## config.mk

```make
export PLATFORM = sky130hd
export DESIGN_NAME = accel_feature_config_regs
export DESIGN_NICKNAME = d
export VERILOG_FILES = /design/src/accel_feature_config_regs.v /design/src/i2c_target.v
export VERILOG_INCLUDE_DIRS = /design/src
export SDC_FILE = /design/constraint.sdc
export NUM_CORES = 1
export LEC_CHECK = 0
export ABC_CLOCK_PERIOD_IN_PS = 2600
export BUFFER_PORTS_ARGS = -buffer_cell sky130_fd_sc_hd__buf_2
export CORE_MARGIN = 5
export CORE_UTILIZATION = 40
export CTS_CLUSTER_DIAMETER = 200
export DETAILED_ROUTE_END_ITERATION = 6
export PLACE_DENSITY_LB_ADDON = 0.2
export SKIP_LAST_GASP = 1
export SLEW_MARGIN = 10
export SYNTH_ARGS = -nofsm -noshare
export SYNTH_HDL_FRONTEND = slang
export SYNTH_HIERARCHICAL = 1
export SYNTH_SLANG_ARGS = --single-unit
```

## constraint.sdc

```tcl
create_clock -name clk_in -period 2.6 [get_ports clk_in]
set_input_delay 0.13 -clock clk_in [delete_from_list [all_inputs] [get_ports clk_in]]
set_output_delay 0.13 -clock clk_in [all_outputs]
set_load 0.05 [all_outputs]
```

## src/accel_cfg_map.vh

```
// Register map, field positions, reset values and timing of the feature config block
// Notes on behaviour
// RULE1: Host clears operating mode bit (standby) before writing these registers.
// RULE2: Writing one to soft reboot bit starts reboot; bit reads one until done.
// RULE3: Write setting soft reboot bit is not acknowledged; reboot starts at once.
// RULE4: Orientation rate 00..11 gives 1.6, 6.3, 12.5, 50 Hz; default 12.5 Hz.
// RULE5: Self-test bit loads response with AA; reading response clears bit, loads 55.
// RULE6: Tap rate code range,hi,lo: 50,100,200,400,12.5,25,800,1600 Hz; default 400.
// RULE7: Motion rate 00..11 gives 25, 50, 100, 200 Hz; default 50 Hz.
// RULE8: Interrupt pin enable bit 5 lets the pin be driven; clear disables it.
// RULE9: Polarity bit 4: clear active low, set active high; resets to one.
// RULE10: Response bit clear latches pin until release read; set gives one short pulse.
// RULE11: Unlatched motion bit with only motion enabled makes pin follow motion.
// RULE12: Bits 7,6,5 enable X,Y,Z motion interrupts; reset to one.
// RULE13: Bits 5..0 enable tap directions X-,X+,Y-,Y+,Z-,Z+; reset to one.
// RULE14: Bit 6 of tap mask selects the alternate masking scheme.
// RULE15: High-pass roll-off field selects 7/8, 15/16, 31/32, 63/64 coefficient.
// RULE16: Low-pass rate codes 000..110 give 12.5..800 Hz; 111 undefined.
// RULE17: Operating mode bit 7 of main control: clear standby, set active.
// RULE18: Reading release register 1A clears latched sources, status and pin; this block clears only its latched pin state.
// RULE19: Reserved bits read as zero and writes to them are ignored.
`ifndef ACCEL_CFG_MAP_VH
`define ACCEL_CFG_MAP_VH
`define ADDR_MAIN_CTRL 8'h1B
`define ADDR_SELFTEST_RESP 8'h0C
`define ADDR_IRQ_RELEASE 8'h1A
`define ADDR_RATE_RESET 8'h1D
`define ADDR_IRQ_PIN_CFG 8'h1E
`define ADDR_MOTION_AXIS 8'h1F
`define ADDR_TAP_MASK 8'h20
`define ADDR_FILTER_CFG 8'h21
`define I2C_DEV_ADDR 7'h0F
`define RST_MAIN_CTRL 8'h00
`define RST_RATE_RESET 8'h4D
`define RST_IRQ_PIN_CFG 8'h10
`define RST_MOTION_AXIS 8'hE0
`define RST_TAP_MASK 8'h3F
`define RST_FILTER_CFG 8'h02
`define MASK_RATE_RESET 8'hFF
`define MASK_IRQ_PIN_CFG 8'h3C
`define MASK_MOTION_AXIS 8'hE0
`define MASK_TAP_MASK 8'h7F
`define MASK_FILTER_CFG 8'h37
`define SELFTEST_SET 8'hAA
`define SELFTEST_DONE 8'h55
`define BIT_OPMODE 7
`define BIT_REBOOT 7
`define BIT_SELFTEST 4
`define BIT_IRQ_ON 5
`define BIT_IRQ_POL 4
`define BIT_IRQ_PULSE 3
`define BIT_IRQ_UNLATCH 2
`define BIT_MOTION_EN 1
`define BIT_TAP_EN 2
`define BIT_ORIENT_EN 0
// Pulse of 40 us at the 100 ns clock, sized to the pulse counter
`define PULSE_CYC 10'h190
`define REBOOT_CYC 8'h40
`endif

```

## src/accel_feature_config_regs.v

```verilog
// Feature configuration registers with I2C access and interrupt pin shaping
`timescale 1ns/100ps
`default_nettype none
`include "accel_cfg_map.vh"
module accel_feature_config_regs (
  input wire clk_in,
  input wire sys_rst_in,
  input wire scl_in,
  input wire sda_in,
  output wire sda_oe_n_out,
  input wire motion_event_in,
  input wire motion_level_in,
  input wire tap_event_in,
  input wire orient_event_in,
  input wire reboot_done_in,
  output wire irq_pin_out,
  output wire irq_pin_oe_n_out,
  output reg reboot_busy_out,
  output reg operating_mode_bit,
  output reg [1:0] orient_rate_out,
  output reg [2:0] tap_rate_out,
  output reg [1:0] motion_rate_out,
  output reg [2:0] motion_axis_en_out,
  output reg [5:0] tap_dir_en_out,
  output reg tap_alt_mask_enable,
  output reg [1:0] highpass_rolloff_out,
  output reg [2:0] lowpass_rate_out,
  output reg lowpass_rate_valid_out
);
  reg [7:0] main_ctrl;
  reg [7:0] rate_and_reset_control;
  reg [7:0] irq_pin_config;
  reg [7:0] motion_axis_enable;
  reg [7:0] tap_direction_mask;
  reg [7:0] output_filter_config;
  reg [7:0] selftest_response_reg;
  reg [7:0] reg_ptr;
  reg [7:0] rd_data;
  reg irq_latched;
  reg [9:0] pulse_cnt;
  reg [7:0] reboot_cnt;
  reg [1:0] done_s;
  wire start_p;
  wire wr_p;
  wire [7:0] wr_byte;
  wire rd_p;
  wire addr_phase;
  wire nack_wr;
  wire irq_event;
  wire unlatched_mode;
  wire irq_active;
  wire pulse_mode;

  function [7:0] masked;
    input [7:0] value;
    input [7:0] mask;
    begin
      masked = value & mask;
    end
  endfunction

  i2c_target u_i2c (
    .clk_in(clk_in),
    .sys_rst_in(sys_rst_in),
    .scl_in(scl_in),
    .sda_in(sda_in),
    .sda_oe_n_out(sda_oe_n_out),
    .nack_wr_in(nack_wr),
    .rd_data_in(rd_data),
    .start_out(start_p),
    .wr_strobe_out(wr_p),
    .wr_data_out(wr_byte),
    .rd_strobe_out(rd_p),
    .addr_phase_out(addr_phase)
  );

  // Data byte aimed at the reboot register; the engine checks its top bit
  assign nack_wr = ~addr_phase & (reg_ptr == `ADDR_RATE_RESET); // [RULE3]

  always @* begin
    case (reg_ptr)
      `ADDR_MAIN_CTRL: rd_data = main_ctrl;
      `ADDR_RATE_RESET: rd_data = rate_and_reset_control; // [RULE2]
      `ADDR_IRQ_PIN_CFG: rd_data = irq_pin_config;
      `ADDR_MOTION_AXIS: rd_data = motion_axis_enable;
      `ADDR_TAP_MASK: rd_data = tap_direction_mask;
      `ADDR_FILTER_CFG: rd_data = output_filter_config;
      `ADDR_SELFTEST_RESP: rd_data = selftest_response_reg;
      default: rd_data = 8'h00; // [RULE19]
    endcase
  end

  assign irq_event = motion_event_in | tap_event_in | orient_event_in;
  assign unlatched_mode = irq_pin_config[`BIT_IRQ_UNLATCH] &
    main_ctrl[`BIT_MOTION_EN] & ~main_ctrl[`BIT_TAP_EN] &
    ~main_ctrl[`BIT_ORIENT_EN]; // [RULE11]
  assign pulse_mode = irq_pin_config[`BIT_IRQ_PULSE];
  assign irq_active = unlatched_mode ? motion_level_in :
    (pulse_mode ? (pulse_cnt != 10'h000) : irq_latched); // [RULE10]
  // Pin drives only when enabled; level follows polarity bit
  assign irq_pin_oe_n_out = ~irq_pin_config[`BIT_IRQ_ON]; // [RULE8]
  assign irq_pin_out = irq_pin_config[`BIT_IRQ_POL] ? irq_active :
    ~irq_active; // [RULE9]

  always @(posedge clk_in or posedge sys_rst_in) begin
    if (sys_rst_in) begin
      main_ctrl <= `RST_MAIN_CTRL;
      rate_and_reset_control <= `RST_RATE_RESET;
      irq_pin_config <= `RST_IRQ_PIN_CFG;
      motion_axis_enable <= `RST_MOTION_AXIS;
      tap_direction_mask <= `RST_TAP_MASK;
      output_filter_config <= `RST_FILTER_CFG;
      selftest_response_reg <= `SELFTEST_DONE;
      reg_ptr <= 8'h00;
      irq_latched <= 1'b0;
      pulse_cnt <= 10'h000;
      reboot_cnt <= 8'h00;
      done_s <= 2'h0;
    end else begin
      done_s <= {done_s[0], reboot_done_in};
      if (wr_p && addr_phase) begin
        reg_ptr <= wr_byte;
      end else if (wr_p) begin
        reg_ptr <= reg_ptr + 8'h01;
        // Host is expected to be in standby here; writes are not blocked [RULE1]
        case (reg_ptr)
          `ADDR_MAIN_CTRL: main_ctrl <= wr_byte; // [RULE17]
          `ADDR_RATE_RESET: begin
            rate_and_reset_control <= masked(wr_byte, `MASK_RATE_RESET);
            if (wr_byte[`BIT_SELFTEST])
              selftest_response_reg <= `SELFTEST_SET; // [RULE5]
            if (wr_byte[`BIT_REBOOT])
              reboot_cnt <= `REBOOT_CYC; // [RULE2]
          end
          `ADDR_IRQ_PIN_CFG:
            irq_pin_config <= masked(wr_byte, `MASK_IRQ_PIN_CFG); // [RULE19]
          `ADDR_MOTION_AXIS:
            motion_axis_enable <= masked(wr_byte, `MASK_MOTION_AXIS);
          `ADDR_TAP_MASK:
            tap_direction_mask <= masked(wr_byte, `MASK_TAP_MASK);
          `ADDR_FILTER_CFG:
            output_filter_config <= masked(wr_byte, `MASK_FILTER_CFG);
          default: ;
        endcase
      end else if (rd_p) begin
        reg_ptr <= reg_ptr + 8'h01;
        if (reg_ptr == `ADDR_SELFTEST_RESP &&
            rate_and_reset_control[`BIT_SELFTEST]) begin
          rate_and_reset_control[`BIT_SELFTEST] <= 1'b0; // [RULE5]
          selftest_response_reg <= `SELFTEST_DONE;
        end
      end
      // Reboot runs a minimum time and waits for the memory loader
      if (reboot_cnt != 8'h00)
        reboot_cnt <= reboot_cnt - 8'h01;
      // A new reboot write in the same cycle wins over the end of the old one
      else if (rate_and_reset_control[`BIT_REBOOT] && done_s[1] && !wr_p)
        rate_and_reset_control[`BIT_REBOOT] <= 1'b0; // [RULE2]
      // Set wins over the release read
      if (irq_event)
        irq_latched <= 1'b1;
      else if (rd_p && reg_ptr == `ADDR_IRQ_RELEASE)
        irq_latched <= 1'b0; // [RULE18]
      if (irq_event && pulse_mode)
        pulse_cnt <= `PULSE_CYC; // [RULE10]
      else if (pulse_cnt != 10'h000)
        pulse_cnt <= pulse_cnt - 10'h001;
    end
  end

  always @* begin
    operating_mode_bit = main_ctrl[`BIT_OPMODE]; // [RULE17]
    reboot_busy_out = rate_and_reset_control[`BIT_REBOOT];
    orient_rate_out = rate_and_reset_control[6:5]; // [RULE4]
    // Range bit of the tap rate code lives outside this group
    tap_rate_out = {1'b0, rate_and_reset_control[3:2]}; // [RULE6]
    motion_rate_out = rate_and_reset_control[1:0]; // [RULE7]
    motion_axis_en_out = motion_axis_enable[7:5]; // [RULE12]
    tap_dir_en_out = tap_direction_mask[5:0]; // [RULE13]
    tap_alt_mask_enable = tap_direction_mask[6]; // [RULE14]
    highpass_rolloff_out = output_filter_config[5:4]; // [RULE15]
    lowpass_rate_out = output_filter_config[2:0];
    lowpass_rate_valid_out = (output_filter_config[2:0] != 3'h7); // [RULE16]
  end
endmodule // accel_feature_config_regs
`default_nettype wire

```

## src/i2c_target.v

```verilog
// I2C target byte engine: address match, byte receive, byte send, ack control
`timescale 1ns/100ps
`default_nettype none
`include "accel_cfg_map.vh"
module i2c_target (
  input wire clk_in,
  input wire sys_rst_in,
  input wire scl_in,
  input wire sda_in,
  output reg sda_oe_n_out,
  input wire nack_wr_in,
  input wire [7:0] rd_data_in,
  output reg start_out,
  output reg wr_strobe_out,
  output reg [7:0] wr_data_out,
  output reg rd_strobe_out,
  output reg addr_phase_out
);
  reg [1:0] scl_s;
  reg [1:0] sda_s;
  reg scl_d;
  reg sda_d;
  reg [7:0] shreg;
  reg [3:0] bitcnt;
  reg active;
  reg first;
  reg acking;
  reg sending;
  wire scl_rise;
  wire scl_fall;
  wire start_c;
  wire stop_c;
  assign scl_rise = scl_s[1] & ~scl_d;
  assign scl_fall = ~scl_s[1] & scl_d;
  assign start_c = scl_s[1] & scl_d & ~sda_s[1] & sda_d;
  assign stop_c = scl_s[1] & scl_d & sda_s[1] & ~sda_d;
  always @(posedge clk_in or posedge sys_rst_in) begin
    if (sys_rst_in) begin
      scl_s <= 2'h3;
      sda_s <= 2'h3;
      scl_d <= 1'b1;
      sda_d <= 1'b1;
      sda_oe_n_out <= 1'b1;
      start_out <= 1'b0;
      wr_strobe_out <= 1'b0;
      wr_data_out <= 8'h00;
      rd_strobe_out <= 1'b0;
      addr_phase_out <= 1'b0;
      shreg <= 8'h00;
      bitcnt <= 4'h0;
      active <= 1'b0;
      first <= 1'b0;
      acking <= 1'b0;
      sending <= 1'b0;
    end else begin
      scl_s <= {scl_s[0], scl_in};
      sda_s <= {sda_s[0], sda_in};
      scl_d <= scl_s[1];
      sda_d <= sda_s[1];
      start_out <= 1'b0;
      wr_strobe_out <= 1'b0;
      rd_strobe_out <= 1'b0;
      if (start_c) begin
        active <= 1'b1;
        first <= 1'b1;
        bitcnt <= 4'h0;
        acking <= 1'b0;
        sending <= 1'b0;
        sda_oe_n_out <= 1'b1;
        start_out <= 1'b1;
      end else if (stop_c) begin
        active <= 1'b0;
        sda_oe_n_out <= 1'b1;
      end else if (active && scl_rise && !acking) begin
        // A byte being sent shifts on the fall only, or bits are skipped
        if (!sending)
          shreg <= {shreg[6:0], sda_s[1]};
        bitcnt <= bitcnt + 4'h1;
      end else if (active && scl_rise && acking && sending) begin
        // Host NACK ends the read burst
        if (sda_s[1])
          active <= 1'b0;
      end else if (active && scl_fall) begin
        if (acking) begin
          acking <= 1'b0;
          bitcnt <= 4'h0;
          if (sending) begin
            shreg <= rd_data_in;
            sda_oe_n_out <= rd_data_in[7];
            rd_strobe_out <= 1'b1;
          end else begin
            sda_oe_n_out <= 1'b1;
          end
        end else if (bitcnt == 4'h8) begin
          acking <= 1'b1;
          if (first) begin
            first <= 1'b0;
            if (shreg[7:1] == `I2C_DEV_ADDR) begin
              sending <= shreg[0];
              addr_phase_out <= 1'b1;
              sda_oe_n_out <= 1'b0;
            end else begin
              active <= 1'b0;
              sda_oe_n_out <= 1'b1;
            end
          end else if (sending) begin
            sda_oe_n_out <= 1'b1;
          end else begin
            wr_data_out <= shreg;
            wr_strobe_out <= 1'b1;
            // Refused when the reboot register is targeted with bit 7 set
            sda_oe_n_out <= nack_wr_in & shreg[`BIT_REBOOT]; // [RULE3]
          end
        end else if (sending) begin
          sda_oe_n_out <= shreg[6];
          shreg <= {shreg[6:0], 1'b0};
        end
      end
      if (wr_strobe_out)
        addr_phase_out <= 1'b0;
    end
  end
endmodule // i2c_target
`default_nettype wire

```

Word-level counts from Yosys, hierarchy flattened
Cells that the tools add are included.
{"block": "totals", "ff_bits": 106, "out_inout_bits": 28, "word_cells": 269}
{"block": "op_classes", "n_addsub": 4, "n_eq_ne": 32, "muxes": 115, "bitwise_logic": 31, "reduce_logical": 58}
{"operator": "8-bit 2-to-1 mux", "count": 23}
{"operator": "1-bit 2-to-1 mux", "count": 81}
{"operator": "8-bit case mux with 7 select lines", "count": 1}
{"operator": "8-bit by 5-bit == test with 1-bit output (second input constant)", "count": 5}
{"operator": "2-bit nonzero test", "count": 17}
{"operator": "4-bit 2-to-1 mux", "count": 7}
{"operator": "10-bit 2-to-1 mux", "count": 2}
{"operator": "2-bit by 1-bit != test with 1-bit output (second input constant)", "count": 10}
{"operator": "4-bit AND reduction", "count": 5}
{"operator": "3-bit AND reduction", "count": 6}
{"operator": "9-bit AND reduction", "count": 2}
{"operator": "1-bit NOT", "count": 17}
{"operator": "8-bit by 6-bit == test with 1-bit output (second input constant)", "count": 2}
{"operator": "7-bit AND reduction", "count": 2}
{"operator": "1-bit bitwise AND", "count": 12}
{"operator": "3-bit by 1-bit != test with 1-bit output (second input constant)", "count": 4}
{"operator": "3-bit nonzero test", "count": 4}
{"operator": "4-bit nonzero test", "count": 3}
{"operator": "1-bit logical AND", "count": 11}
{"operator": "10-bit nonzero test", "count": 1}
{"operator": "10-bit by 1-bit subtractor with 10-bit output (second input constant)", "count": 1}
{"operator": "8-bit by 1-bit adder with 8-bit output (second input constant)", "count": 1}
{"operator": "8-bit by 4-bit == test with 1-bit output (second input constant)", "count": 1}
{"operator": "2-bit != test (second input constant)", "count": 4}
{"operator": "other kinds (15)", "count": 18}

Longest topological paths before layout
{"block": "logic_depth", "word_depth": 12, "ltp_mapped": 11}

By module
The synthesis kept the hierarchy.
{"module": "accel_feature_config_regs", "n_inst": 1, "cells_per_inst": 323, "area_each_um2": 3465.8, "seq_area_each_um2": 1671.6}
{"module": "i2c_target", "n_inst": 1, "cells_per_inst": 138, "area_each_um2": 1682.9, "seq_area_each_um2": 884.6}

Worst setup path after synthesis
No wires, ideal clock.
{"block": "synth_timing", "kind": "flip-flop to flip-flop", "from": "reg reg_ptr[0]", "to": "reg u_i2c.shreg[6]", "arrival_time_ps": 2143, "required_time_ps": 2475, "slack_ps": 332, "path_stages_with_launch": 10, "path_buffers": 2, "path_cell_list": "dfrtp_1 inv_1 ha_1 clkbuf_1 and4b_1 clkbuf_1 a22o_1 a221o_1 mux2_2 mux2_4"}
{"block": "synth_via", "elab_chain_cells": 7, "word_cells_on_any_way": 13, "classes_between": "eq/ne: 7; mux: 6"}
{"element": "start, declared", "line": "accel_feature_config_regs.v:37", "text": "reg [7:0] reg_ptr;"}
{"element": "start signal, assigned", "line": "accel_feature_config_regs.v:122", "text": "reg_ptr <= wr_byte;"}
{"element": "start signal, assigned", "line": "accel_feature_config_regs.v:124", "text": "reg_ptr <= reg_ptr + 8'h01;"}
{"element": "start signal, assigned", "line": "accel_feature_config_regs.v:146", "text": "reg_ptr <= reg_ptr + 8'h01;"}
{"element": "8-bit by 4-bit == test with 1-bit output, or another cell as far along", "line": "accel_feature_config_regs.v:81", "text": "case (reg_ptr)"}
{"element": "8-bit case mux with 7 select lines *", "line": "accel_feature_config_regs.v:81"}
{"element": "via rd_data[6]", "line": "accel_feature_config_regs.v:38", "text": "reg [7:0] rd_data;"}
{"element": "8-bit 2-to-1 mux *", "line": "i2c_target.v:87", "text": "if (sending) begin"}
{"element": "8-bit 2-to-1 mux *", "line": "i2c_target.v:84", "text": "if (acking) begin"}
{"element": "8-bit 2-to-1 mux *", "line": "i2c_target.v:83", "text": "end else if (active && scl_fall) begin"}
{"element": "8-bit 2-to-1 mux *", "line": "i2c_target.v:79", "text": "end else if (active && scl_rise && acking && sending) begin"}
{"element": "8-bit 2-to-1 mux *", "line": "i2c_target.v:74", "text": "end else if (active && scl_rise && !acking) begin"}
{"element": "end signal, assigned", "line": "i2c_target.v:77", "text": "shreg <= {shreg[6:0], sda_s[1]};"}
{"element": "end signal, assigned", "line": "i2c_target.v:88", "text": "shreg <= rd_data_in;"}
{"element": "end signal, assigned", "line": "i2c_target.v:116", "text": "shreg <= {shreg[6:0], 1'b0};"}
{"element": "end, declared", "line": "i2c_target.v:23", "text": "reg [7:0] shreg;"}
The timed path passes the listed nets; every way through them passes the cells marked *. The select of a mux whose other input is x is not followed.
A chain may end at the register's enable or synchronous reset.

Worst setup path in the final report
{"block": "layout_timing", "from": "reg reg_ptr[1]", "to": "reg u_i2c.sda_oe_n_out"}
{"block": "layout_via", "word_cells_on_any_way": 20, "classes_between": "eq/ne: 7; mux: 11; bitwise: 2"}
{"element": "8-bit by 4-bit == test with 1-bit output, or another cell as far along", "line": "accel_feature_config_regs.v:81"}
{"element": "8-bit case mux with 7 select lines *", "line": "accel_feature_config_regs.v:81"}
{"element": "via rd_data[7]", "line": "accel_feature_config_regs.v:38"}
{"element": "1-bit 2-to-1 mux *", "line": "i2c_target.v:87"}
{"element": "1-bit 2-to-1 mux *", "line": "i2c_target.v:84"}
{"element": "1-bit 2-to-1 mux *", "line": "i2c_target.v:83"}
{"element": "1-bit 2-to-1 mux *", "line": "i2c_target.v:79"}
{"element": "1-bit 2-to-1 mux *", "line": "i2c_target.v:74"}
{"element": "1-bit 2-to-1 mux *", "line": "i2c_target.v:71", "text": "end else if (stop_c) begin"}
{"element": "1-bit 2-to-1 mux *", "line": "i2c_target.v:63", "text": "if (start_c) begin"}
{"element": "end signal, assigned", "line": "i2c_target.v:89", "text": "sda_oe_n_out <= rd_data_in[7];"}
{"element": "end signal, assigned", "line": "i2c_target.v:112", "text": "sda_oe_n_out <= nack_wr_in & shreg[`BIT_REBOOT];"}
{"element": "end signal, assigned", "line": "i2c_target.v:115", "text": "sda_oe_n_out <= shreg[6];"}
{"element": "end, declared", "line": "i2c_target.v:10", "text": "output reg sda_oe_n_out,"}
Marks and branches as above.

==> metrics.txt <==
status completed; initial antenna violation count 0; Initial Util 40.8%; routed length per instance between 15 and 20 µm; overall routed net length 12100 µm; Final HPWL DP around 8800 µm; maxcap violations 0; H-tree Lvls 3; power density cells 582 mW/mm²; Clock Latency Late Sink 0.36 ns; Clock transition at path regs 0.07 ns; first-pass GRT wire length 20000 µm; CTS tree built; Num Clock Sinks 100; Worst EP arrival 2.63 ns; Setup Skew around 0.0093 ns; most frequent cells in the layout dfrtp_1 (77), mux2_2 (45), buf_2 (35); CP max FO 8; Reg with most FFs pulse_cnt; pre-CTS WS approximately 0.13 ns; PortBufs 35; total iterations of the first detailed-routing run 4; Static Leak around 0.0026 µW; vias in the first global route 3705; total setup buffers inserted after CTS 0; core area 0.0126 mm²; Final #Nets 509; total number of vias 3703; antenna-violating nets left 0; die width 123 µm; Worst Setup End Kind flop; Hold Path Class in2async; setup violators final 0; final worst slack ~0.21 ns; final hold vios 0; Placement Cell Area 0.00543 mm²; syn nets 477; Placer Congestion 0.858; CP Launch Type flop; CTS Buf Count 9; Critical Path RT 2.84 ns; Worst-Margin Slew 0.689 ns; Slew headroom approximately 54%; Crit Path Class reg2reg; fillers 1191; Mapped Cells 460; Area Overhead vs Synth 12.8%; largest net degree at the start of global routing 35; Root Driver clkbuf_16; RSZ-0062 raised after global routing false; DRC Markers 0; aggregate global routing overflow 0; design area between 0.005 and 0.006 mm²; # diodes 0; vias per cell about 5.5; synthesized area 0.00512 mm²; layout cells sized above 1 30.2%; I/O pins 37; Synthesis Warnings 6; crit path time final 2.39 ns; setup TNS 0 ns; die area between 0.015 and 0.02 mm²; Peak VDD IR roughly 0.37 mV; std cell rows a little over 40; max FFs per register 10; clk buf depth 2; initial DRC count 251; Die Y 123 µm; syn avg cell area 11.1 µm²; fin crit share 91.9%; GRT Total Usage ~17%; most common library cell in the layout ignoring fill and taps dfrtp_1; Slew Viols, Final 0; fmax 418 MHz
[final timing paths]
| path | from | depth (start not counted) | to | slack (ns) |
|---|---|---|---|---|
| worst max-delay path | reg_ptr[1] | 8 | u_i2c/sda_oe_n_out | 0.21 |
| worst min-delay path | sys_rst_in | 3 | done_s[1] | 0.30 |
| worst max register to register | reg_ptr[1] | 8 | u_i2c/sda_oe_n_out | 0.21 |
| worst min register to register | done_s[0] | 0 | done_s[1] | 0.35 |
| max in group asynchronous | sys_rst_in | 4 | irq_pin_config[4] | 1.55 |
| min in group clk_in | done_s[0] | 0 | done_s[1] | 0.35 |
[repair_timing]
| action | CTS | global route |
|---|---|---|
| hold buffers | 6 | 0 |
| gates resized for setup | 0 | 1 |
| setup endpoints to repair | 0 | 1 |
| endpoints found under the hold margin | 44 | 0 |
[layer usage]
metal | wire length, µm | track usage [%] | share of wire (%) | vias up
met3 | 570 | 4.35 | 4.7 | 19
met1 | 5270 | 22.4 | 44 | 1844
met4 | 261 | 6.37 | 2.2 | 0
met5 | 0 | 0 | 0 | -
li1 | - | - | - | 1753
met2 | 5980 | 28.1 | 50 | 87
[through the flow]
step | util [%] | instances | hold WS (ns) | total power (µW)
floorplan | - | 460 | 0.134 | 1980
CTS | 46.0 | 669 | 0.304 | 3410
global route | 46.0 | 669 | 0.336 | 3530
detailed placement | 43.2 | 647 | 0.143 | 2060
finish | 46.0 | 669 | 0.297 | 3360
global placement | 43.2 | 647 | 0.136 | 2050
[cell type report]
| cell class | instances | area (µm²) | area share, % |
|---|---|---|---|
| Multi-Input combinational cell | 316 | 2370 | 41.0 |
| Timing Repair Buffer | 50 | 315 | 5.46 |
| Clock inverter | 7 | 65.1 | 1.13 |
| Sequential cell | 100 | 2530 | 43.8 |
| Clock buffer | 9 | 225 | 3.90 |
| Tap cell | 172 | 215 | 3.72 |
| Inverter | 15 | 56.3 | 0.974 |
[power breakdown]
group          switching, µW  internal [µW]  total, µW
registers                106           1630       1740
logic                    138            156        294
clock network            657            675       1330
[worst max-delay path, stage by stage (launching register included)]
cell	delay [ns]
dfrtp_1	0.47
inv_1	0.11
ha_1	0.32
nand4_1	0.29
nor2_2	0.35
nand2_1	0.11
o211ai_1	0.14
o21ai_0	0.13
o311ai_0	0.37
Power figures use the tool's default switching activity.
